[src/design/tlv_pkg.sv]
// package: register map, field positions, vectors and timing of the interrupt controller
package tlv_pkg;
  localparam int NUM_SRC = 10;
  // register indices; the byte address on the bus is four times the index
  localparam logic [7:0] IDX_TIMER_EXT_INT_CONTROL = 8'h88;
  localparam logic [7:0] IDX_EXTRA_EXT_INT_FLAGS = 8'h91;
  localparam logic [7:0] IDX_INT_ENABLE = 8'hA8;
  localparam logic [7:0] IDX_INT_PRIORITY = 8'hB8;
  localparam logic [7:0] IDX_EXT_INT_ENABLE = 8'hE8;
  localparam logic [7:0] IDX_EXT_INT_PRIORITY = 8'hF8;
  localparam logic [7:0] IDX_SERVICE_STATUS = 8'h10;
  localparam logic [7:0] REG_RESET = 8'h00;
  // timer/external control fields
  localparam int TC_TF1 = 7;
  localparam int TC_TR1 = 6;
  localparam int TC_TF0 = 5;
  localparam int TC_TR0 = 4;
  localparam int TC_IE1 = 3;
  localparam int TC_IT1 = 2;
  localparam int TC_IE0 = 1;
  localparam int TC_IT0 = 0;
  // extra flag fields
  localparam int XF_IE3 = 5;
  localparam int XF_IE2 = 4;
  // enable register fields; priority register uses the same positions
  localparam int EN_GLOBAL = 7;
  localparam int EN_ADC = 6;
  localparam int EN_SER = 4;
  localparam int EN_T1 = 3;
  localparam int EN_X1 = 2;
  localparam int EN_T0 = 1;
  localparam int EN_X0 = 0;
  localparam int XE_PWM = 5;
  localparam int XE_WDT = 4;
  localparam int XE_X3 = 1;
  localparam int XE_X2 = 0;
  localparam logic [7:0] EN_MASK = 8'hDF;
  localparam logic [7:0] PRI_MASK = 8'h5F;
  localparam logic [7:0] XEN_MASK = 8'h33;
  // status fields
  localparam int ST_ISV_LO = 0;
  localparam int ST_ISV_HI = 1;
  localparam int ST_BUSY = 2;
  // source numbers, highest tie-break first
  localparam logic [3:0] SRC_X0 = 4'h0;
  localparam logic [3:0] SRC_T0 = 4'h1;
  localparam logic [3:0] SRC_X1 = 4'h2;
  localparam logic [3:0] SRC_T1 = 4'h3;
  localparam logic [3:0] SRC_SER = 4'h4;
  localparam logic [3:0] SRC_ADC = 4'h5;
  localparam logic [3:0] SRC_X2 = 4'h6;
  localparam logic [3:0] SRC_X3 = 4'h7;
  localparam logic [3:0] SRC_WDT = 4'h8;
  localparam logic [3:0] SRC_PWM = 4'h9;
  localparam logic [15:0] VEC [NUM_SRC] = '{16'h0003, 16'h000B, 16'h0013, 16'h001B,
    16'h0023, 16'h003B, 16'h0043, 16'h004B, 16'h0063, 16'h006B};
  // machine cycle phases S1..S4
  localparam logic [1:0] PH_S2 = 2'h1;
  localparam logic [1:0] PH_S3 = 2'h2;
  localparam logic [1:0] PH_S4 = 2'h3;
  localparam int CLK_PER_MC = 4;
  localparam int CALL_MC = 4;
  localparam int CALL_CLKS = CLK_PER_MC * CALL_MC;
  localparam logic [1:0] RESP_OKAY = 2'h0;
  localparam logic [1:0] RESP_SLVERR = 2'h2;
  typedef enum logic {CALL_IDLE, CALL_RUN} tlv_call_t;
endpackage

[src/design/tlv_ext_if.sv]
// interface: one external interrupt pin detector and its controls
`timescale 1ns/1ps
interface tlv_ext_if;
  logic pin;
  logic sample;
  logic edge_mode;
  logic sw_wr;
  logic sw_val;
  logic hw_clr;
  logic flag;
  modport det (input pin, input sample, input edge_mode, input sw_wr, input sw_val,
    input hw_clr, output flag);
  modport ctl (output pin, output sample, output edge_mode, output sw_wr, output sw_val,
    output hw_clr, input flag);
endinterface

[src/design/tlv_ext_det.sv]
// module: edge or level detector with its flag for one external interrupt pin
`timescale 1ns/1ps
module tlv_ext_det #(
  parameter bit ACTIVE_LOW = 1'b1
) (
  input wire logic aclk,
  input wire logic aresetn,
  tlv_ext_if.det ext
);
  logic active;
  logic prev_ff;
  logic flag_ff;
  logic edge_seen;

  // a low pin is the request for the _n pins, a high one otherwise
  assign active = ACTIVE_LOW ? ~ext.pin : ext.pin;
  assign edge_seen = ext.sample & active & ~prev_ff;
  assign ext.flag = flag_ff;

  // previous sample, taken once per machine cycle only
  always_ff @(posedge aclk)
  begin
    if (!aresetn)
      prev_ff <= 1'b0;
    else if (ext.sample)
      prev_ff <= active;
  end

  // level mode mirrors the pin; edge mode holds until cleared, a new edge beats a clear
  always_ff @(posedge aclk)
  begin
    if (!aresetn)
      flag_ff <= 1'b0;
    else if (!ext.edge_mode)
    begin
      if (ext.sample)
        flag_ff <= active;
    end
    else if (edge_seen)
      flag_ff <= 1'b1;
    else if (ext.sw_wr)
      flag_ff <= ext.sw_val;
    else if (ext.hw_clr)
      flag_ff <= 1'b0;
  end

  a_edge_sets: assert property (@(posedge aclk) disable iff (!aresetn)
    ext.edge_mode && edge_seen |=> flag_ff)
    else $error("edge did not set the flag");
  a_level_mirror: assert property (@(posedge aclk) disable iff (!aresetn)
    !ext.edge_mode && ext.sample |=> flag_ff == $past(active))
    else $error("level flag does not follow the pin");
endmodule

[src/design/tlv_intc.sv]
// module: two-level vectored interrupt controller with an AXI4-Lite register port
`timescale 1ns/1ps
// Overview of operation
// - ten sources, fixed vectors 0003h to 006Bh, fixed tie-break order.
// - flags sampled each machine cycle, polled and resolved in that cycle.
// - call only if nothing equal or higher in service and last instruction cycle.
// - no call when instruction writes enable, priority, flag registers or is a return from interrupt.
// - blocked requests are not remembered; every poll starts afresh.
// - timer overflow flag cleared by hardware on vectoring to it.
// - ext0/ext1 cleared on vectoring only if edge mode; others left to software.
// - the call acts as a long call: push counter, load vector.
// - only a return from interrupt ends service; plain return does not.
// - pins sampled at S3; timer flags set at S3, polled next cycle.
// - vector call lasts four machine cycles, five at least after a flag.
// - worst response eleven machine cycles, 44 clocks, with nothing in service.
// - edge flag holds until cleared; level flag is the inverted pin.
// - trigger select 0 is level, the default; 1 is falling edge.
// - timer overflow sets its flag; software may clear it.
// - ext3 flag set on falling edge, cleared by software, settable by software.
// - ext2 flag set on rising edge, cleared by software, settable by software.
// - global enable 0, the default, blocks every interrupt.
// - adc, serial, timer and ext0/ext1 each masked by enable, default off.
// - priority bit picks low or high level; low never preempts high.
// - pwm, watchdog, ext3, ext2 masked by extended enables, default off.
module tlv_intc #(
  parameter int ADDR_W = 12
) (
  input wire logic aclk,
  input wire logic aresetn,
  input wire logic [ADDR_W-1:0] s_axi_awaddr,
  input wire logic s_axi_awvalid,
  output logic s_axi_awready,
  input wire logic [31:0] s_axi_wdata,
  input wire logic [3:0] s_axi_wstrb,
  input wire logic s_axi_wvalid,
  output logic s_axi_wready,
  output logic [1:0] s_axi_bresp,
  output logic s_axi_bvalid,
  input wire logic s_axi_bready,
  input wire logic [ADDR_W-1:0] s_axi_araddr,
  input wire logic s_axi_arvalid,
  output logic s_axi_arready,
  output logic [31:0] s_axi_rdata,
  output logic [1:0] s_axi_rresp,
  output logic s_axi_rvalid,
  input wire logic s_axi_rready,
  input wire logic ext_irq0_pin_n,
  input wire logic ext_irq1_pin_n,
  input wire logic ext_irq2_pin,
  input wire logic ext_irq3_pin_n,
  input wire logic timer0_overflow,
  input wire logic timer1_overflow,
  input wire logic serial_receive_flag,
  input wire logic serial_transmit_flag,
  input wire logic adc_int_flag,
  input wire logic watchdog_int_flag,
  input wire logic pwm_int_flag,
  input wire logic cpu_last_cycle,
  input wire logic cpu_ctl_write,
  input wire logic cpu_is_return_from_interrupt,
  output logic timer0_run,
  output logic timer1_run,
  output logic vec_call,
  output logic [15:0] vec_addr,
  output logic [1:0] in_service
);
  localparam int NS = tlv_pkg::NUM_SRC;
  localparam logic [4:0] CALL_LAST = 5'(tlv_pkg::CALL_CLKS - 1);

  if (ADDR_W < 10 || ADDR_W > 32)
  begin : g_chk
    $error("ADDR_W must lie between 10 and 32");
  end

  logic [1:0] phase_ff;
  logic [1:0] tf_ff;
  logic [1:0] tr_ff;
  logic [1:0] it_ff;
  logic [1:0] ovf_pend_ff;
  logic [7:0] ie_ff;
  logic [7:0] ip_ff;
  logic [7:0] eie_ff;
  logic [7:0] eip_ff;
  logic [NS-1:0] snap_ff;
  logic [1:0] isv_ff;
  tlv_pkg::tlv_call_t call_st_ff;
  logic [4:0] call_cnt_ff;
  logic vec_call_ff;
  logic [15:0] vec_addr_ff;
  logic awready_ff;
  logic bvalid_ff;
  logic [1:0] bresp_ff;
  logic arready_ff;
  logic rvalid_ff;
  logic [31:0] rdata_ff;
  logic [1:0] rresp_ff;

  logic [3:0] ext_flag;
  logic [NS-1:0] raw_flags;
  logic [NS-1:0] en_vec;
  logic [NS-1:0] pri_vec;
  logic [NS-1:0] req_hi;
  logic [NS-1:0] req_lo;
  logic pick_valid;
  logic pick_lvl;
  logic [3:0] pick_idx;
  logic poll;
  logic return_from_interrupt_now;
  logic tf_set0;
  logic tf_set1;
  logic wr_fire;
  logic [7:0] wr_idx;
  logic [7:0] rd_idx;
  logic wr_hit;
  logic rd_hit;
  logic wr_lane;
  logic timer_ext_int_control_wr;
  logic extra_ext_int_flags_wr;
  logic [7:0] timer_ext_int_control_rd;
  logic [7:0] extra_ext_int_flags_rd;
  logic [7:0] stat_rd;
  logic [7:0] rd_val;

  assign s_axi_awready = awready_ff;
  assign s_axi_wready = awready_ff;
  assign s_axi_bvalid = bvalid_ff;
  assign s_axi_bresp = bresp_ff;
  assign s_axi_arready = arready_ff;
  assign s_axi_rvalid = rvalid_ff;
  assign s_axi_rdata = rdata_ff;
  assign s_axi_rresp = rresp_ff;
  assign timer0_run = tr_ff[0];
  assign timer1_run = tr_ff[1];
  assign vec_call = vec_call_ff;
  assign vec_addr = vec_addr_ff;
  assign in_service = isv_ff;

  // machine cycle phase, four clocks S1..S4
  always_ff @(posedge aclk)
  begin
    if (!aresetn)
      phase_ff <= 2'h0;
    else
      phase_ff <= phase_ff + 2'h1;
  end

  // bus decode; byte address is index times four, upper bits must be zero
  assign wr_fire = awready_ff;
  assign wr_idx = s_axi_awaddr[9:2];
  assign rd_idx = s_axi_araddr[9:2];
  assign wr_lane = s_axi_wstrb[0];
  always_comb
  begin
    wr_hit = (s_axi_awaddr[1:0] == 2'h0) && (s_axi_awaddr >> 10 == '0);
    rd_hit = (s_axi_araddr[1:0] == 2'h0) && (s_axi_araddr >> 10 == '0);
    case (wr_idx)
      tlv_pkg::IDX_TIMER_EXT_INT_CONTROL, tlv_pkg::IDX_EXTRA_EXT_INT_FLAGS,
      tlv_pkg::IDX_INT_ENABLE, tlv_pkg::IDX_INT_PRIORITY, tlv_pkg::IDX_EXT_INT_ENABLE,
      tlv_pkg::IDX_EXT_INT_PRIORITY, tlv_pkg::IDX_SERVICE_STATUS: ;
      default: wr_hit = 1'b0;
    endcase
    case (rd_idx)
      tlv_pkg::IDX_TIMER_EXT_INT_CONTROL, tlv_pkg::IDX_EXTRA_EXT_INT_FLAGS,
      tlv_pkg::IDX_INT_ENABLE, tlv_pkg::IDX_INT_PRIORITY, tlv_pkg::IDX_EXT_INT_ENABLE,
      tlv_pkg::IDX_EXT_INT_PRIORITY, tlv_pkg::IDX_SERVICE_STATUS: ;
      default: rd_hit = 1'b0;
    endcase
  end
  assign timer_ext_int_control_wr = wr_fire && wr_hit && wr_lane && wr_idx == tlv_pkg::IDX_TIMER_EXT_INT_CONTROL;
  assign extra_ext_int_flags_wr = wr_fire && wr_hit && wr_lane && wr_idx == tlv_pkg::IDX_EXTRA_EXT_INT_FLAGS;

  // write channel: address and data taken together, one write at a time
  always_ff @(posedge aclk)
  begin
    if (!aresetn)
    begin
      awready_ff <= 1'b0;
      bvalid_ff <= 1'b0;
      bresp_ff <= tlv_pkg::RESP_OKAY;
    end
    else
    begin
      awready_ff <= s_axi_awvalid && s_axi_wvalid && !awready_ff && !bvalid_ff;
      if (wr_fire)
      begin
        bvalid_ff <= 1'b1;
        bresp_ff <= wr_hit ? tlv_pkg::RESP_OKAY : tlv_pkg::RESP_SLVERR;
      end
      else if (s_axi_bready)
        bvalid_ff <= 1'b0;
    end
  end

  // read-back images of the flag and status registers
  always_comb
  begin
    timer_ext_int_control_rd = '0;
    timer_ext_int_control_rd[tlv_pkg::TC_TF1] = tf_ff[1];
    timer_ext_int_control_rd[tlv_pkg::TC_TR1] = tr_ff[1];
    timer_ext_int_control_rd[tlv_pkg::TC_TF0] = tf_ff[0];
    timer_ext_int_control_rd[tlv_pkg::TC_TR0] = tr_ff[0];
    timer_ext_int_control_rd[tlv_pkg::TC_IE1] = ext_flag[1];
    timer_ext_int_control_rd[tlv_pkg::TC_IT1] = it_ff[1];
    timer_ext_int_control_rd[tlv_pkg::TC_IE0] = ext_flag[0];
    timer_ext_int_control_rd[tlv_pkg::TC_IT0] = it_ff[0];
    extra_ext_int_flags_rd = '0;
    extra_ext_int_flags_rd[tlv_pkg::XF_IE3] = ext_flag[3];
    extra_ext_int_flags_rd[tlv_pkg::XF_IE2] = ext_flag[2];
    stat_rd = '0;
    stat_rd[tlv_pkg::ST_ISV_LO] = isv_ff[0];
    stat_rd[tlv_pkg::ST_ISV_HI] = isv_ff[1];
    stat_rd[tlv_pkg::ST_BUSY] = vec_call_ff;
    case (rd_idx)
      tlv_pkg::IDX_TIMER_EXT_INT_CONTROL: rd_val = timer_ext_int_control_rd;
      tlv_pkg::IDX_EXTRA_EXT_INT_FLAGS: rd_val = extra_ext_int_flags_rd;
      tlv_pkg::IDX_INT_ENABLE: rd_val = ie_ff;
      tlv_pkg::IDX_INT_PRIORITY: rd_val = ip_ff;
      tlv_pkg::IDX_EXT_INT_ENABLE: rd_val = eie_ff;
      tlv_pkg::IDX_EXT_INT_PRIORITY: rd_val = eip_ff;
      tlv_pkg::IDX_SERVICE_STATUS: rd_val = stat_rd;
      default: rd_val = '0;
    endcase
  end

  // read channel: one read at a time, data registered with the valid
  always_ff @(posedge aclk)
  begin
    if (!aresetn)
    begin
      arready_ff <= 1'b0;
      rvalid_ff <= 1'b0;
      rdata_ff <= '0;
      rresp_ff <= tlv_pkg::RESP_OKAY;
    end
    else
    begin
      arready_ff <= s_axi_arvalid && !arready_ff && !rvalid_ff;
      if (arready_ff)
      begin
        rvalid_ff <= 1'b1;
        rdata_ff <= {24'h000000, rd_hit ? rd_val : 8'h00};
        rresp_ff <= rd_hit ? tlv_pkg::RESP_OKAY : tlv_pkg::RESP_SLVERR;
      end
      else if (s_axi_rready)
        rvalid_ff <= 1'b0;
    end
  end

  // plain software registers; reserved bits stay zero
  always_ff @(posedge aclk)
  begin
    if (!aresetn)
    begin
      ie_ff <= tlv_pkg::REG_RESET;
      ip_ff <= tlv_pkg::REG_RESET;
      eie_ff <= tlv_pkg::REG_RESET;
      eip_ff <= tlv_pkg::REG_RESET;
      tr_ff <= 2'h0;
      it_ff <= 2'h0;
    end
    else if (wr_fire && wr_hit && wr_lane)
    begin
      case (wr_idx)
        tlv_pkg::IDX_INT_ENABLE: ie_ff <= s_axi_wdata[7:0] & tlv_pkg::EN_MASK;
        tlv_pkg::IDX_INT_PRIORITY: ip_ff <= s_axi_wdata[7:0] & tlv_pkg::PRI_MASK;
        tlv_pkg::IDX_EXT_INT_ENABLE: eie_ff <= s_axi_wdata[7:0] & tlv_pkg::XEN_MASK;
        tlv_pkg::IDX_EXT_INT_PRIORITY: eip_ff <= s_axi_wdata[7:0] & tlv_pkg::XEN_MASK;
        tlv_pkg::IDX_TIMER_EXT_INT_CONTROL:
        begin
          tr_ff <= {s_axi_wdata[tlv_pkg::TC_TR1], s_axi_wdata[tlv_pkg::TC_TR0]};
          it_ff <= {s_axi_wdata[tlv_pkg::TC_IT1], s_axi_wdata[tlv_pkg::TC_IT0]};
        end
        default: ;
      endcase
    end
  end

  // overflow pulses wait for S3; a set beats a software clear and the vector clear
  assign tf_set0 = phase_ff == tlv_pkg::PH_S3 && (ovf_pend_ff[0] || timer0_overflow);
  assign tf_set1 = phase_ff == tlv_pkg::PH_S3 && (ovf_pend_ff[1] || timer1_overflow);
  always_ff @(posedge aclk)
  begin
    if (!aresetn)
    begin
      ovf_pend_ff <= 2'h0;
      tf_ff <= 2'h0;
    end
    else
    begin
      if (phase_ff == tlv_pkg::PH_S3)
        ovf_pend_ff <= 2'h0;
      else
        ovf_pend_ff <= ovf_pend_ff | {timer1_overflow, timer0_overflow};
      if (tf_set0)
        tf_ff[0] <= 1'b1;
      else if (timer_ext_int_control_wr)
        tf_ff[0] <= s_axi_wdata[tlv_pkg::TC_TF0];
      else if (poll && pick_idx == tlv_pkg::SRC_T0)
        tf_ff[0] <= 1'b0;
      if (tf_set1)
        tf_ff[1] <= 1'b1;
      else if (timer_ext_int_control_wr)
        tf_ff[1] <= s_axi_wdata[tlv_pkg::TC_TF1];
      else if (poll && pick_idx == tlv_pkg::SRC_T1)
        tf_ff[1] <= 1'b0;
    end
  end

  // four external pin detectors; ext2 and ext3 are edge only
  localparam int EXT_SRC [4] = '{0, 2, 6, 7};
  localparam int EXT_BIT [4] = '{tlv_pkg::TC_IE0, tlv_pkg::TC_IE1, tlv_pkg::XF_IE2,
    tlv_pkg::XF_IE3};
  logic [3:0] ext_pins;
  assign ext_pins = {ext_irq3_pin_n, ext_irq2_pin, ext_irq1_pin_n, ext_irq0_pin_n};
  tlv_ext_if ext_if [4] ();
  for (genvar g = 0; g < 4; g++)
  begin : g_ext
    assign ext_if[g].pin = ext_pins[g];
    assign ext_if[g].sample = phase_ff == tlv_pkg::PH_S3;
    assign ext_if[g].edge_mode = (g < 2) ? it_ff[g % 2] : 1'b1;
    assign ext_if[g].sw_wr = (g < 2) ? timer_ext_int_control_wr : extra_ext_int_flags_wr;
    assign ext_if[g].sw_val = s_axi_wdata[EXT_BIT[g]];
    assign ext_if[g].hw_clr = (g < 2) && poll && pick_idx == 4'(EXT_SRC[g]);
    assign ext_flag[g] = ext_if[g].flag;
    tlv_ext_det #(
      .ACTIVE_LOW(g != 2)
    ) u_det (
      .aclk(aclk),
      .aresetn(aresetn),
      .ext(ext_if[g])
    );
  end

  // request, enable and priority vectors in tie-break order
  always_comb
  begin
    raw_flags = {pwm_int_flag, watchdog_int_flag, ext_flag[3], ext_flag[2], adc_int_flag,
      serial_receive_flag | serial_transmit_flag, tf_ff[1], ext_flag[1], tf_ff[0], ext_flag[0]};
    en_vec = {eie_ff[tlv_pkg::XE_PWM], eie_ff[tlv_pkg::XE_WDT], eie_ff[tlv_pkg::XE_X3],
      eie_ff[tlv_pkg::XE_X2], ie_ff[tlv_pkg::EN_ADC], ie_ff[tlv_pkg::EN_SER],
      ie_ff[tlv_pkg::EN_T1], ie_ff[tlv_pkg::EN_X1], ie_ff[tlv_pkg::EN_T0],
      ie_ff[tlv_pkg::EN_X0]};
    pri_vec = {eip_ff[tlv_pkg::XE_PWM], eip_ff[tlv_pkg::XE_WDT], eip_ff[tlv_pkg::XE_X3],
      eip_ff[tlv_pkg::XE_X2], ip_ff[tlv_pkg::EN_ADC], ip_ff[tlv_pkg::EN_SER],
      ip_ff[tlv_pkg::EN_T1], ip_ff[tlv_pkg::EN_X1], ip_ff[tlv_pkg::EN_T0],
      ip_ff[tlv_pkg::EN_X0]};
  end

  // flags sampled at S2 so that S3 sets are seen one machine cycle later
  always_ff @(posedge aclk)
  begin
    if (!aresetn)
      snap_ff <= '0;
    else if (phase_ff == tlv_pkg::PH_S2)
      snap_ff <= raw_flags;
  end

  // resolve: high level before low, lowest index wins within a level
  always_comb
  begin
    req_hi = snap_ff & en_vec & pri_vec & {NS{ie_ff[tlv_pkg::EN_GLOBAL]}};
    req_lo = snap_ff & en_vec & ~pri_vec & {NS{ie_ff[tlv_pkg::EN_GLOBAL]}};
    pick_valid = 1'b0;
    pick_lvl = 1'b0;
    pick_idx = 4'h0;
    for (int i = NS - 1; i >= 0; i--)
    begin
      if (req_lo[i] && isv_ff == 2'h0)
      begin
        pick_valid = 1'b1;
        pick_idx = 4'(i);
      end
    end
    for (int i = NS - 1; i >= 0; i--)
    begin
      if (req_hi[i] && !isv_ff[1])
      begin
        pick_valid = 1'b1;
        pick_lvl = 1'b1;
        pick_idx = 4'(i);
      end
    end
  end

  // nothing is latched: a poll that fails is simply forgotten
  assign poll = phase_ff == tlv_pkg::PH_S4 && pick_valid && cpu_last_cycle
    && !cpu_ctl_write && !cpu_is_return_from_interrupt && call_st_ff == tlv_pkg::CALL_IDLE;
  assign return_from_interrupt_now = phase_ff == tlv_pkg::PH_S4 && cpu_last_cycle && cpu_is_return_from_interrupt;

  // vector call sequencer: the core pushes the counter and loads vec_addr while it runs
  always_ff @(posedge aclk)
  begin
    if (!aresetn)
    begin
      call_st_ff <= tlv_pkg::CALL_IDLE;
      call_cnt_ff <= '0;
      vec_call_ff <= 1'b0;
      vec_addr_ff <= '0;
    end
    else
    begin
      case (call_st_ff)
        tlv_pkg::CALL_IDLE:
        begin
          if (poll)
          begin
            call_st_ff <= tlv_pkg::CALL_RUN;
            call_cnt_ff <= CALL_LAST;
            vec_call_ff <= 1'b1;
            vec_addr_ff <= tlv_pkg::VEC[pick_idx];
          end
        end
        tlv_pkg::CALL_RUN:
        begin
          if (call_cnt_ff == 5'h00)
          begin
            call_st_ff <= tlv_pkg::CALL_IDLE;
            vec_call_ff <= 1'b0;
          end
          call_cnt_ff <= call_cnt_ff - 5'h01;
        end
        default: call_st_ff <= tlv_pkg::CALL_IDLE;
      endcase
    end
  end

  // in-service bits: a plain return never reaches here, only a return from interrupt
  always_ff @(posedge aclk)
  begin
    if (!aresetn)
      isv_ff <= 2'h0;
    else if (poll)
      isv_ff[pick_lvl] <= 1'b1;
    else if (return_from_interrupt_now)
    begin
      if (isv_ff[1])
        isv_ff[1] <= 1'b0;
      else
        isv_ff[0] <= 1'b0;
    end
  end

  a_call_length: assert property (@(posedge aclk) disable iff (!aresetn)
    $rose(vec_call_ff) |-> vec_call_ff [*8] ##1 vec_call_ff [*8] ##1 !vec_call_ff)
    else $error("vector call does not last four machine cycles");
  a_call_gate: assert property (@(posedge aclk) disable iff (!aresetn)
    $rose(vec_call_ff) |-> $past(cpu_last_cycle && phase_ff == tlv_pkg::PH_S4))
    else $error("vector call outside the last S4 of an instruction");
  a_call_block: assert property (@(posedge aclk) disable iff (!aresetn)
    $rose(vec_call_ff) |-> !$past(cpu_ctl_write) && !$past(cpu_is_return_from_interrupt))
    else $error("vector call during a blocking instruction");
  a_vector_table: assert property (@(posedge aclk) disable iff (!aresetn)
    $rose(vec_call_ff) |-> vec_addr_ff == tlv_pkg::VEC[$past(pick_idx)])
    else $error("wrong vector address");
  a_no_preempt: assert property (@(posedge aclk) disable iff (!aresetn)
    $rose(isv_ff[0]) |-> $past(isv_ff) == 2'h0 && !$past(pri_vec[pick_idx]))
    else $error("low level entered over active service");
  a_global_off: assert property (@(posedge aclk) disable iff (!aresetn)
    !ie_ff[tlv_pkg::EN_GLOBAL] |=> !$rose(vec_call_ff))
    else $error("call while globally disabled");
  a_timer_clear: assert property (@(posedge aclk) disable iff (!aresetn)
    poll && pick_idx == tlv_pkg::SRC_T0 && !timer_ext_int_control_wr |=> !tf_ff[0])
    else $error("timer0 flag not cleared on vectoring");
  a_timer_at_s3: assert property (@(posedge aclk) disable iff (!aresetn)
    $rose(tf_ff[1]) && !$past(timer_ext_int_control_wr) |-> $past(phase_ff) == tlv_pkg::PH_S3)
    else $error("timer1 flag set outside S3");
  a_return_from_interrupt_high: assert property (@(posedge aclk) disable iff (!aresetn)
    return_from_interrupt_now && isv_ff[1] |=> !isv_ff[1] && isv_ff[0] == $past(isv_ff[0]))
    else $error("return did not clear the high level only");
endmodule

[config.mk]
export PLATFORM = sky130hd
export DESIGN_NAME = tlv_intc
export DESIGN_NICKNAME = d
export VERILOG_FILES = /design/src/design/tlv_pkg.sv /design/src/design/tlv_ext_if.sv /design/src/design/tlv_ext_det.sv /design/src/design/tlv_intc.sv
export SDC_FILE = /design/constraint.sdc
export NUM_CORES = 1
export LEC_CHECK = 0
export BUFFER_PORTS_ARGS = -buffer_cell sky130_fd_sc_hd__buf_2
export CAP_MARGIN = 20
export CORE_ASPECT_RATIO = 0.6
export CORE_MARGIN = 1.5
export CORE_UTILIZATION = 51
export DETAILED_ROUTE_END_ITERATION = 8
export PLACE_DENSITY = 0.8
export SLEW_MARGIN = 10
export SYNTH_ARGS = -nofsm -noshare
export SYNTH_HDL_FRONTEND = slang
export SYNTH_SLANG_ARGS = --single-unit
[constraint.sdc]
create_clock -name aclk -period 2.8 [get_ports aclk]
set_clock_uncertainty 0.05 [all_clocks]
set_input_delay 0.14 -clock aclk [delete_from_list [all_inputs] [get_ports aclk]]
set_output_delay 0.14 -clock aclk [all_outputs]
set_load 0.02 [all_outputs]
# == Yosys cells after proc, flatten, opt, wreduce, memory -nomap -nowiden ==
# Memory sizes are Yosys's and may differ from the RTL's. A register that Yosys moved wholly into a read port is not among the register bits.
# Cells that the tools add are included.
# classes
mux,93
bitwise,27
n_reduce_logical,84
addsub,2
n_eq_ne,25
magnitude_cmp,2
# ops
operator,count
"equality test 8 bit, second input constant",12
2-to-1 mux 4 bit,20
2-to-1 mux 1 bit,62
case mux 8 bit (7 select lines),1
bitwise AND 10 bit,5
logical AND 1 bit,45
logical NOT 12 bit,2
AND reduction 2 bit,10
"equality test 8 x 5 -> 1 bit, second input constant",2
nonzero test 2 bit,7
OR reduction 7 bit,2
NOT 10 bit,1
case mux 5 bit (2 select lines),1
NOT 1 bit,9
bitwise AND 1 bit,8
"equality test 4 x 2 -> 1 bit, second input constant",2
logical NOT 1 bit,8
2-to-1 mux 2 bit,4
2-to-1 mux 8 bit,1
"inequality test 4 x 1 -> 1 bit, second input constant",2
logical NOT 2 bit,3
nonzero test 3 bit,2
logical NOT 5 bit,1
2-to-1 mux 5 bit,1
17 further kinds,22
# totals
romBits,256
elab_cells,265
input_bits,81
mem_count,1
regBits,74
# memory_table
name,words,word_bits,read_ports,rd_ports_with_merged_regs,write_ports,line_no,text
(name not given),16,16,1,1,0,tlv_intc.sv:410,vec_addr_ff <= tlv_pkg::VEC[pick_idx];

# == Longest topological paths before layout ==
# Gate-level depths: netlist (run 1).
# depth
ltp_word,34
depth_mapped,9
depth_no_buf,8

# == By module ==
# From an unflattened synthesis (run 1), not the netlist that was laid out.
# unflattened
hier_cells,515
area_unflattened_um2,4355.4
# by_module_without_submodules
mod,n_inst,cells_per_inst,area_per_inst_um2,seq_area_each_um2
tlv_intc,1,473,3937.5,1381.3
tlv_ext_det (g_ext[0].u_det ...),3,10,103.8,40.0
tlv_ext_det (g_ext[2].u_det),1,12,106.4,40.0

# == Least setup slack after synthesis (run 1) ==
# No wires, ideal clock.
# synth_path
path_kind,register -> register
from,"register isv_ff[1], in the netlist in_service[1]"
to,register g_ext[0].u_det.flag_ff
setup_slack_ns,0.500
required_ns,2.634
setup_time_ns,0.116
arrival_ns,2.134
stages_incl_launch_ff,9
n_path_buf,1
path_cell_list,dfxtp_1 > or3b_1 > buf_6 > a21o_1 > o41ai_4 > o31ai_2 > and3_1 > a2111o_1 > o211a_1
# synth_between
elab_chain_len,30
elab_cells_between_ends,71
cone_classes,eq/ne (1); mux (40); reduce/logical (30)
# synth_lines
item,line_no,text
start: declaration,tlv_intc.sv:85,logic [1:0] isv_ff;
start signal: assignment,tlv_intc.sv:431,isv_ff <= 2'h0;
start signal: indexed assignment,tlv_intc.sv:433,isv_ff[pick_lvl] <= 1'b1;
start signal: assignment,tlv_intc.sv:437,isv_ff[1] <= 1'b0;
logical NOT 2 bit,tlv_intc.sv:368,if (req_lo[i] && isv_ff == 2'h0)
logical AND 1 bit,tlv_intc.sv:368,
2-to-1 mux 1 bit (10 in a row),tlv_intc.sv:368,
2-to-1 mux 1 bit (10 in a row),tlv_intc.sv:376,if (req_hi[i] && !isv_ff[1])
logical AND 1 bit (2 in a row),tlv_intc.sv:386,assign poll = phase_ff == tlv_pkg::PH_S4 && pick_valid && cpu_last_cycle
logical AND 1 bit (3 in a row),tlv_intc.sv:387,&& !cpu_ctl_write && !cpu_is_return_from_interrupt && call_st_ff == tlv_pkg::CALL_IDLE;
logical AND 1 bit *,tlv_intc.sv:323,assign ext_if[g].hw_clr = (g < 2) && poll && pick_idx == 4'(EXT_SRC[g]);
inequality test 4 x 1 -> 1 bit (no line) *,--,
AND reduction 2 bit (no line) *,--,
end signal: assignment,tlv_ext_det.sv:37,flag_ff <= active;
end signal: assignment,tlv_ext_det.sv:42,flag_ff <= ext.sw_val;
end: declaration,tlv_ext_det.sv:12,logic flag_ff;
# Mark *: on every way between the ends. The rest lies on a longest branch, timed or not.
# A chain may end at the register's enable or synchronous reset.

# == Worst setup path in the final report (run 1) ==
# layout_path
from,register ie_ff[7]
to,register g_ext[0].u_det.flag_ff
# layout_between
elab_chain_len,30
elab_cells_between_ends,71
cone_classes,eq/ne (1); mux (40); bitwise (2); reduce/logical (28)
# layout_lines
item,line_no,text
start: declaration,tlv_intc.sv:80,logic [7:0] ie_ff;
start signal: assignment,tlv_intc.sv:254,ie_ff <= tlv_pkg::REG_RESET;
start signal: assignment,tlv_intc.sv:264,tlv_pkg::IDX_INT_ENABLE: ie_ff <= s_axi_wdata[7:0] & tlv_pkg::EN_MASK;
bitwise AND 10 bit,tlv_intc.sv:362,req_lo = snap_ff & en_vec & ~pri_vec & {NS{ie_ff[tlv_pkg::EN_GLOBAL]}};
logical AND 1 bit,tlv_intc.sv:368,
2-to-1 mux 1 bit (10 in a row),tlv_intc.sv:368,
2-to-1 mux 1 bit (10 in a row),tlv_intc.sv:376,
logical AND 1 bit (2 in a row),tlv_intc.sv:386,
logical AND 1 bit (3 in a row),tlv_intc.sv:387,
logical AND 1 bit *,tlv_intc.sv:323,
inequality test 4 x 1 -> 1 bit (no line) *,--,
AND reduction 2 bit (no line) *,--,
# Marked as above.

==> results.ini, run 1 <==
[floorplanning]
start_util = 0.5377
row_count = 25
chipHeight_um = 74.45
coreArea_mm2 = 0.008070
die_w_um = 122.1
full_die_area_mm2 = 0.009089
boundaryPins = 143

[synthesis]
post-synth-top-area-cell = sky130_fd_sc_hd__dfxtp_1
synth_seq_cells = 77
yosys.cell_count.top_type = sky130_fd_sc_hd__dfxtp_1
synth.top_cell.area_share = 0.3552
synth_edf_count = 0
synth_seq_area_share = 0.3552
synth-simple-area-share = 0.2425
synth_top_cells_by_count = 77 x sky130_fd_sc_hd__dfxtp_1, 74 x sky130_fd_sc_hd__nor2_1, 42 x sky130_fd_sc_hd__mux2i_1
synth.area.mux_share = 0.09948
synth-compound-area-share = 0.1866
synth-async-reset-ratio = 0
yosysUniqueCellTypes = 70
ys_top_cells_by_area = sky130_fd_sc_hd__dfxtp_1 36%, sky130_fd_sc_hd__mux2i_1 9.7%, sky130_fd_sc_hd__buf_4 6.9%
syn-instance-count = 520
syn_avg_cell_area_um2 = 8.345
synthFlopType = sky130_fd_sc_hd__dfxtp_1
synth_fa_ha_area_frac = 0.01442
dominant_combinational_cell_family_by_area_after_synthesis = simple AND/OR/NAND/NOR gates
ys.warnings.count = 0
syn-cell-area_mm2 = 0.004339
fraction_of_synthesized_cell_area_in_xor_and_xnor_cells = 0

[sta]
finalCriticalPeriod_ns = 2.551
timing.final.hold_violations = 0
setup_viol = 0
worst_pin_slew_ns = 0.8890
layout_worst_path_cycle_share = 0.9110
maxSlewViolCount = 0
timing.fmax_ghz = 0.3921
setup_repair_after_global_routing_missed_its_margin = no
worst_slew_margin_rel = 0.4067
fin_setup_tns_ns = 0

[final_layout]
antenna-diode-count = 0
instances_no_fill = 715
drive_gt1_frac = 0.2010
fillerInstances = 708
post-route-util = 0.6237
final_net_count = 688
flow.area_growth_from_synthesis_pct = 16.00

[worst_setup_path]
worstSetupPathType = register to register
worst_path_dominant_cell_family = compound AO/OA/AOI/OAI gates
regToRegSetupSlack_ns = 0.25
cp_data_arrival_time_ns = 2.73
worstPathCellList = or3b_1 -> a21o_1 -> o41ai_4 -> o31ai_2 -> and3_1 -> a2111o_1 -> o211a_1
worst-r2r-cell-count = 7
worstReg2RegEnd = g_ext[0].u_det.ext.flag$_SDFFE_PN0P_
reg2reg_from = ie_ff[7]$_SDFFE_PN0P_
critical_path.startpoint_type = register
worstPathMaxFanout = 8
required_ns = 2.98
cp.depth = 7
crit_slowest_cell = sky130_fd_sc_hd__or3b_1
critical_path.n_buffers_inverters = 0
max_stage_delay_ns = 0.53
end_kind = register

[run]
drv.max_cap_violation_count = 0

[detailed_routing]
first_iter_violations = 287
post_drt_wl_per_cell_um = 17.08
routed_via_density = 5.641
drt.antenna.violating_nets = 0
drt_pass1_iterations = 5
drt_drc_violations_left = 0
routed_wl_um = 12210
num_vias = 4033

[power]
power_frac_clock = 0.453
switching_share = 0.2428
power.net_switching_uw = 615.4
p_int_mw = 1.919
vdd_drop_max_mv = 0.3351
sequential_power_share = 0.454
power_density_mw_per_mm2 = 503.5
gate_power_share = 0.093
cellLeakagePower_nw = 2.216

[place]
finalWeightedCongestion = 0.9098
detailedPlacementHpwl_um = 9178
numPlacedInstances = 694
portBuffers = 79

[global_route]
globalRouteTotalUtil = 0.2764
maximum_number_of_pins_on_one_net_before_global_route_repair = 36
first_global_vias = 3675
grt.met3_usage = 0.06365
grt_most_used_layer = met2
use_met1 = 0.3934
wire_length_of_the_first_global_routing_pass_um = 18820
grt_antenna_before_repair = 0
total_congestion_overflow_after_global_routing = 0
met2_usage_grt = 0.4282

[clocking]
cts_buffers = 9
tritoncts_clock_tree = done
cts_sinks = 77
post-cts-setup-buffers = 0
cts.path.max_buffers = 2
ctsHtreeMaxLevel = 3
cts-root-buf = sky130_fd_sc_hd__clkbuf_16
clk_pin_slew_worst_paths_ns = 0.06
clock_insertion_delay_worst_skew_ns = 0.34

[min_path]
worst_hold_path.num_cells = 3
worstHoldPathType = input pin to register
hold_end = snap_ff[9]$_SDFFE_PN0N_
min-delay-start = pwm_int_flag

[run_status]
outcome = completed

worst min-delay path, delay by kind of cell:
kind	cells	cell delay, ns
multiplexers	1	0.06
AND/OR/NAND/NOR	1	0.08
buffers and inverters	1	0.08
stage by stage:
stage / worst slack (ns) / hold WS, ns / total power [mW] / instance area [µm²]
2_1_floorplan: 0.5002 / 0.1890 / 1.350 / 4471
3_3_place_gp: 0.2366 / 0.2914 / 1.390 / 4687
3_5_place_dp: 0.1872 / 0.3082 / 1.399 / 4687
4_1_cts: 0.1713 / 0.003045 / 2.541 / 5031
5_1_grt: 0.07777 / 0.01394 / 2.614 / 5034
6_report: 0.2493 / 0.003180 / 2.534 / 5034
power groups by stage:
stage	combinational, mW	clock (mW)	sequential (mW)
floorplan	0.182	0	1.17
global placement	0.220	0	1.17
detailed placement	0.227	0	1.17
CTS	0.234	1.16	1.15
global route	0.258	1.20	1.15
finish	0.237	1.15	1.15
flip-flops by register name, summed over array words and instances, names as in the netlist, 2 cells and up:
register              flops
snap_ff                  10
s_axi_rdata               8
ie_ff                     7
ip_ff                     6
call_cnt_ff               5
vec_addr                  5
eie_ff                    4
eip_ff                    4
g_ext.u_det.ext.flag      4
g_ext.u_det.prev_ff       4
in_service                2
it_ff                     2
ovf_pend_ff               2
phase_ff                  2
tf_ff                     2
tr_ff                     2
layer usage:
layer  wire (µm)  up-vias  share of wire
met4         127        0          0.010
met5           0        -              0
met3         964       14          0.079
li1            -     1955              -
met2        5299      176           0.43
met1        5822     1888           0.48
cells in the final DEF, fill, tap and decap left out, drive strengths merged, types with 8 or more instances in the layout:
cell type,Yosys,routed
a21oi,43,43
and2,8,8
buf,46,88
clkbuf,11,12
conb,1,36
dfxtp,77,77
inv,14,14
mux2i,42,42
nand2,31,31
nand2b,13,13
nand3,22,22
nand3b,15,15
nor2,74,74
nor3,8,8
nor4,8,8
o21ai,15,15
final cells by class:
class | instances | area [µm²] | area share
tap | 108 | 135.1 | 0.02685
clock inverter | 4 | 47.55 | 0.009446
clock buffer | 12 | 246.5 | 0.04897
timing repair buffer | 93 | 513.0 | 0.1019
inverter | 15 | 56.30 | 0.01119
sequential | 77 | 1541 | 0.3062
multi-input combinational | 406 | 2494 | 0.4954
repair_timing:
action / CTS / global route
gates resized for setup: 0 / 1
hold endpoints to repair: 4 / 0
endpoints found under the setup margin: 0 / 4
hold buffers: 5 / 0
kinds of logic (layout without fill, tap and decap cells):
family / after synthesis / count (layout)
buffers and inverters: 72 / 124
AO/OA/AOI/OAI: 116 / 116
flip-flops: 77 / 77
other: 1 / 36
multiplexers: 43 / 43
adder cells (fa/ha/maj): 5 / 5
AND/OR/NAND/NOR: 206 / 206
how the worst max path moves through the flow:
stage	startpoint	to	slack, ns
final	ie_ff[7]$_SDFFE_PN0P_	g_ext[0].u_det.ext.flag$_SDFFE_PN0P_	0.25
after global routing	ie_ff[7]$_SDFFE_PN0P_	tf_ff[0]$_SDFFE_PN0P_	0.08
after CTS	in_service[1]$_SDFFE_PN0P_	tf_ff[0]$_SDFFE_PN0P_	0.17
after detailed placement	in_service[1]$_SDFFE_PN0P_	g_ext[0].u_det.ext.flag$_SDFFE_PN0P_	0.19
after global placement	in_service[1]$_SDFFE_PN0P_	tf_ff[0]$_SDFFE_PN0P_	0.24
after floorplan	in_service[1]$_SDFFE_PN0P_	g_ext[0].u_det.ext.flag$_SDFFE_PN0P_	0.50
(Power assumes the default switching activity.)
==> run 2: changes to the inputs <==
--- a/config.mk
+++ b/config.mk
@@ -11,7 +11,8 @@
 export CORE_MARGIN = 1.5
 export CORE_UTILIZATION = 51
 export DETAILED_ROUTE_END_ITERATION = 8
-export PLACE_DENSITY = 0.8
+export MAX_ROUTING_LAYER = met4
+export PLACE_DENSITY = 0.85
 export SLEW_MARGIN = 10
 export SYNTH_ARGS = -nofsm -noshare
 export SYNTH_HDL_FRONTEND = slang
==> results.ini, run 2 (synthesis gave the netlist of run 1 again) <==
[power]
switching_share = 0.2433  ; +0.0004660
power.net_switching_uw = 615.6  ; about the same
power_frac_clock = 0.453  ; about the same
sequential_power_share = 0.454  ; about the same
cellLeakagePower_nw = 2.236  ; +0.87%
gate_power_share = 0.093  ; about the same
vdd_drop_max_mv = 0.2922  ; -13%
p_int_mw = 1.915  ; -0.23%
power_density_mw_per_mm2 = 499.9  ; -0.71%

[worst_setup_path]
worstPathCellList = nand2b_1 -> nor2_1 -> a21boi_0 -> a311oi_1 -> buf_4 -> and2_2 -> a31o_2 -> a211oi_2
critical_path.startpoint_type = register
max_stage_delay_ns = 0.50  ; -0.03 ns
cp-startpoint = in_service[1]$_SDFFE_PN0P_
worstSetupPathType = register to register
required_ns = 3.01  ; +0.03 ns
worstPathMaxFanout = 12  ; +4
critical_path.n_buffers_inverters = 1  ; +1
worst_path_dominant_cell_family = compound AO/OA/AOI/OAI gates
cp_data_arrival_time_ns = 2.80  ; +0.07 ns
reg2reg_from = in_service[1]$_SDFFE_PN0P_
end_kind = register
crit_slowest_cell = sky130_fd_sc_hd__a21boi_0

[sta]
fin_setup_tns_ns = 0  ; unchanged
timing.final.hold_violations = 0  ; unchanged
setup_viol = 0  ; unchanged
worst_slew_margin_rel = 0.3593  ; -0.04739
timing.fmax_ghz = 0.3848  ; -1.8%
worst_hold_slack_ns = 0.006431  ; +0.003251 ns
layout_worst_path_cycle_share = 0.9280  ; +0.01707
setup_repair_after_global_routing_missed_its_margin = no
worst_pin_slew_ns = 0.9600  ; +0.07102 ns
finalCriticalPeriod_ns = 2.598  ; +0.04778 ns
maxSlewViolCount = 0  ; unchanged

[detailed_routing]
drt.antenna.violating_nets = 0  ; unchanged
routed_via_density = 5.616  ; -0.44%
first_iter_violations = 346  ; +21%
post_drt_wl_per_cell_um = 16.97  ; -0.64%
num_vias = 4032  ; -0.025%
drt_pass1_iterations = 5  ; unchanged
routed_wl_um = 12190  ; -0.22%
drt_drc_violations_left = 0  ; unchanged

[min_path]
worstHoldPathType = input pin to register
min-delay-start = watchdog_int_flag

[place]
detailedPlacementHpwl_um = 9363  ; +2.0%
portBuffers = 79  ; unchanged
postPlaceCellArea_mm2 = 0.004710  ; +0.48%
finalWeightedCongestion = 0.9134  ; +0.40%
numPlacedInstances = 697  ; +0.43%

[global_route]
grt_antenna_before_repair = 0  ; unchanged
maximum_number_of_pins_on_one_net_before_global_route_repair = 36  ; unchanged
globalRouteTotalUtil = 0.2908  ; +0.01441
wire_length_of_the_first_global_routing_pass_um = 19350  ; +2.8%
total_congestion_overflow_after_global_routing = 0  ; unchanged
first_global_vias = 3729  ; +1.5%

[final_layout]
final_net_count = 692  ; +0.58%
most-common-layout-cells = 79 x sky130_fd_sc_hd__buf_2, 77 x sky130_fd_sc_hd__dfxtp_1, 74 x sky130_fd_sc_hd__nor2_1
instances_no_fill = 718  ; +0.42%
flow.area_growth_from_synthesis_pct = 16.64
fin_area_mm2 = 0.005061  ; +0.55%
drive_gt1_frac = 0.2033  ; +0.002290
mostFrequentLayoutCell = sky130_fd_sc_hd__buf_2
number_of_flip_flops_under_the_largest_register_name = 10  ; unchanged
antenna-diode-count = 0  ; unchanged
top_reg_by_flops = snap_ff
fillerInstances = 720  ; +1.7%

[floorplanning]
coreArea_mm2 = 0.008070  ; unchanged
die_w_um = 122.1  ; unchanged
chipHeight_um = 74.45  ; unchanged
start_util = 0.5377  ; unchanged
full_die_area_mm2 = 0.009089  ; unchanged
boundaryPins = 143  ; unchanged
row_count = 25  ; unchanged

[clocking]
clk_pin_slew_worst_paths_ns = 0.06  ; about the same
post_cts.resized_instances = 0  ; unchanged
cts.path.max_buffers = 2  ; unchanged
ctsHtreeMaxLevel = 3  ; unchanged
cts_buffers = 9  ; unchanged
clock_insertion_delay_worst_skew_ns = 0.33  ; about the same
tritoncts_clock_tree = done
cts-root-buf = sky130_fd_sc_hd__clkbuf_16
post-cts-setup-buffers = 0  ; unchanged
cts_sinks = 77  ; unchanged
post_cts_hold_buffer_count = 6  ; +1

[run_status]
outcome = completed

[run]
drv.max_cap_violation_count = 0  ; unchanged

## run 2: worst paths after layout
| check | end | cells past startpoint | slack (ns) |
|---|---|---|---|
| min | snap_ff[8]$_SDFFE_PN0N_ | 3 | 0.006 |
| max | g_ext[1].u_det.ext.flag$_SDFFE_PN0P_ | 8 | 0.20 |
| min reg2reg | s_axi_arready$_SDFF_PN0_ | 1 | 0.39 |
| max reg2reg | g_ext[1].u_det.ext.flag$_SDFFE_PN0P_ | 8 | 0.20 |
## run 2: area by class of cell
cell class / count / area [µm²] / area share
Timing Repair Buffer: 97 / 545.5 / 0.1078
Tap cell: 108 / 135.1 / 0.02670
Multi-Input combinational cell: 406 / 2491 / 0.4922
Sequential cell: 77 / 1541 / 0.3046
Inverter: 15 / 56.30 / 0.01112
Clock buffer: 11 / 242.7 / 0.04796
Clock inverter: 4 / 48.80 / 0.009642
## run 2: through the flow
| stage | setup slack [ns] | power, mW | util |
|---|---|---|---|
| after floorplan | 0.5002 | 1.350 | - |
| after global placement | 0.3179 | 1.387 | 0.5836 |
| after detailed placement | 0.2855 | 1.396 | 0.5836 |
| after CTS | 0.2706 | 2.542 | 0.6271 |
| after global routing | 0.002297 | 2.626 | 0.6271 |
| final | 0.2015 | 2.530 | 0.6271 |
## run 2: power by group through the flow
stage	logic [mW]	registers [mW]	clock network, mW
CTS	0.231	1.15	1.16
global placement	0.216	1.17	0
global route	0.257	1.15	1.22
floorplan	0.182	1.17	0
detailed placement	0.224	1.17	0
finish	0.234	1.15	1.15
## run 2: metal layers
layer  global-route usage  vias up  routed length, µm
met4              0.05814        0                146
met5                    -        -                  0
met2               0.4363      161               5185
met1               0.4018     1905               5904
li1                     -     1948                  -
met3              0.06825       18                951
## run 2: tightest hold or removal path: cells and delay by family
| kind | cells | cell delay [ns] |
|---|---|---|
| muxes | 1 | 0.06 |
| and+or+nand+nor | 1 | 0.07 |
| buffers and inverters | 1 | 0.08 |
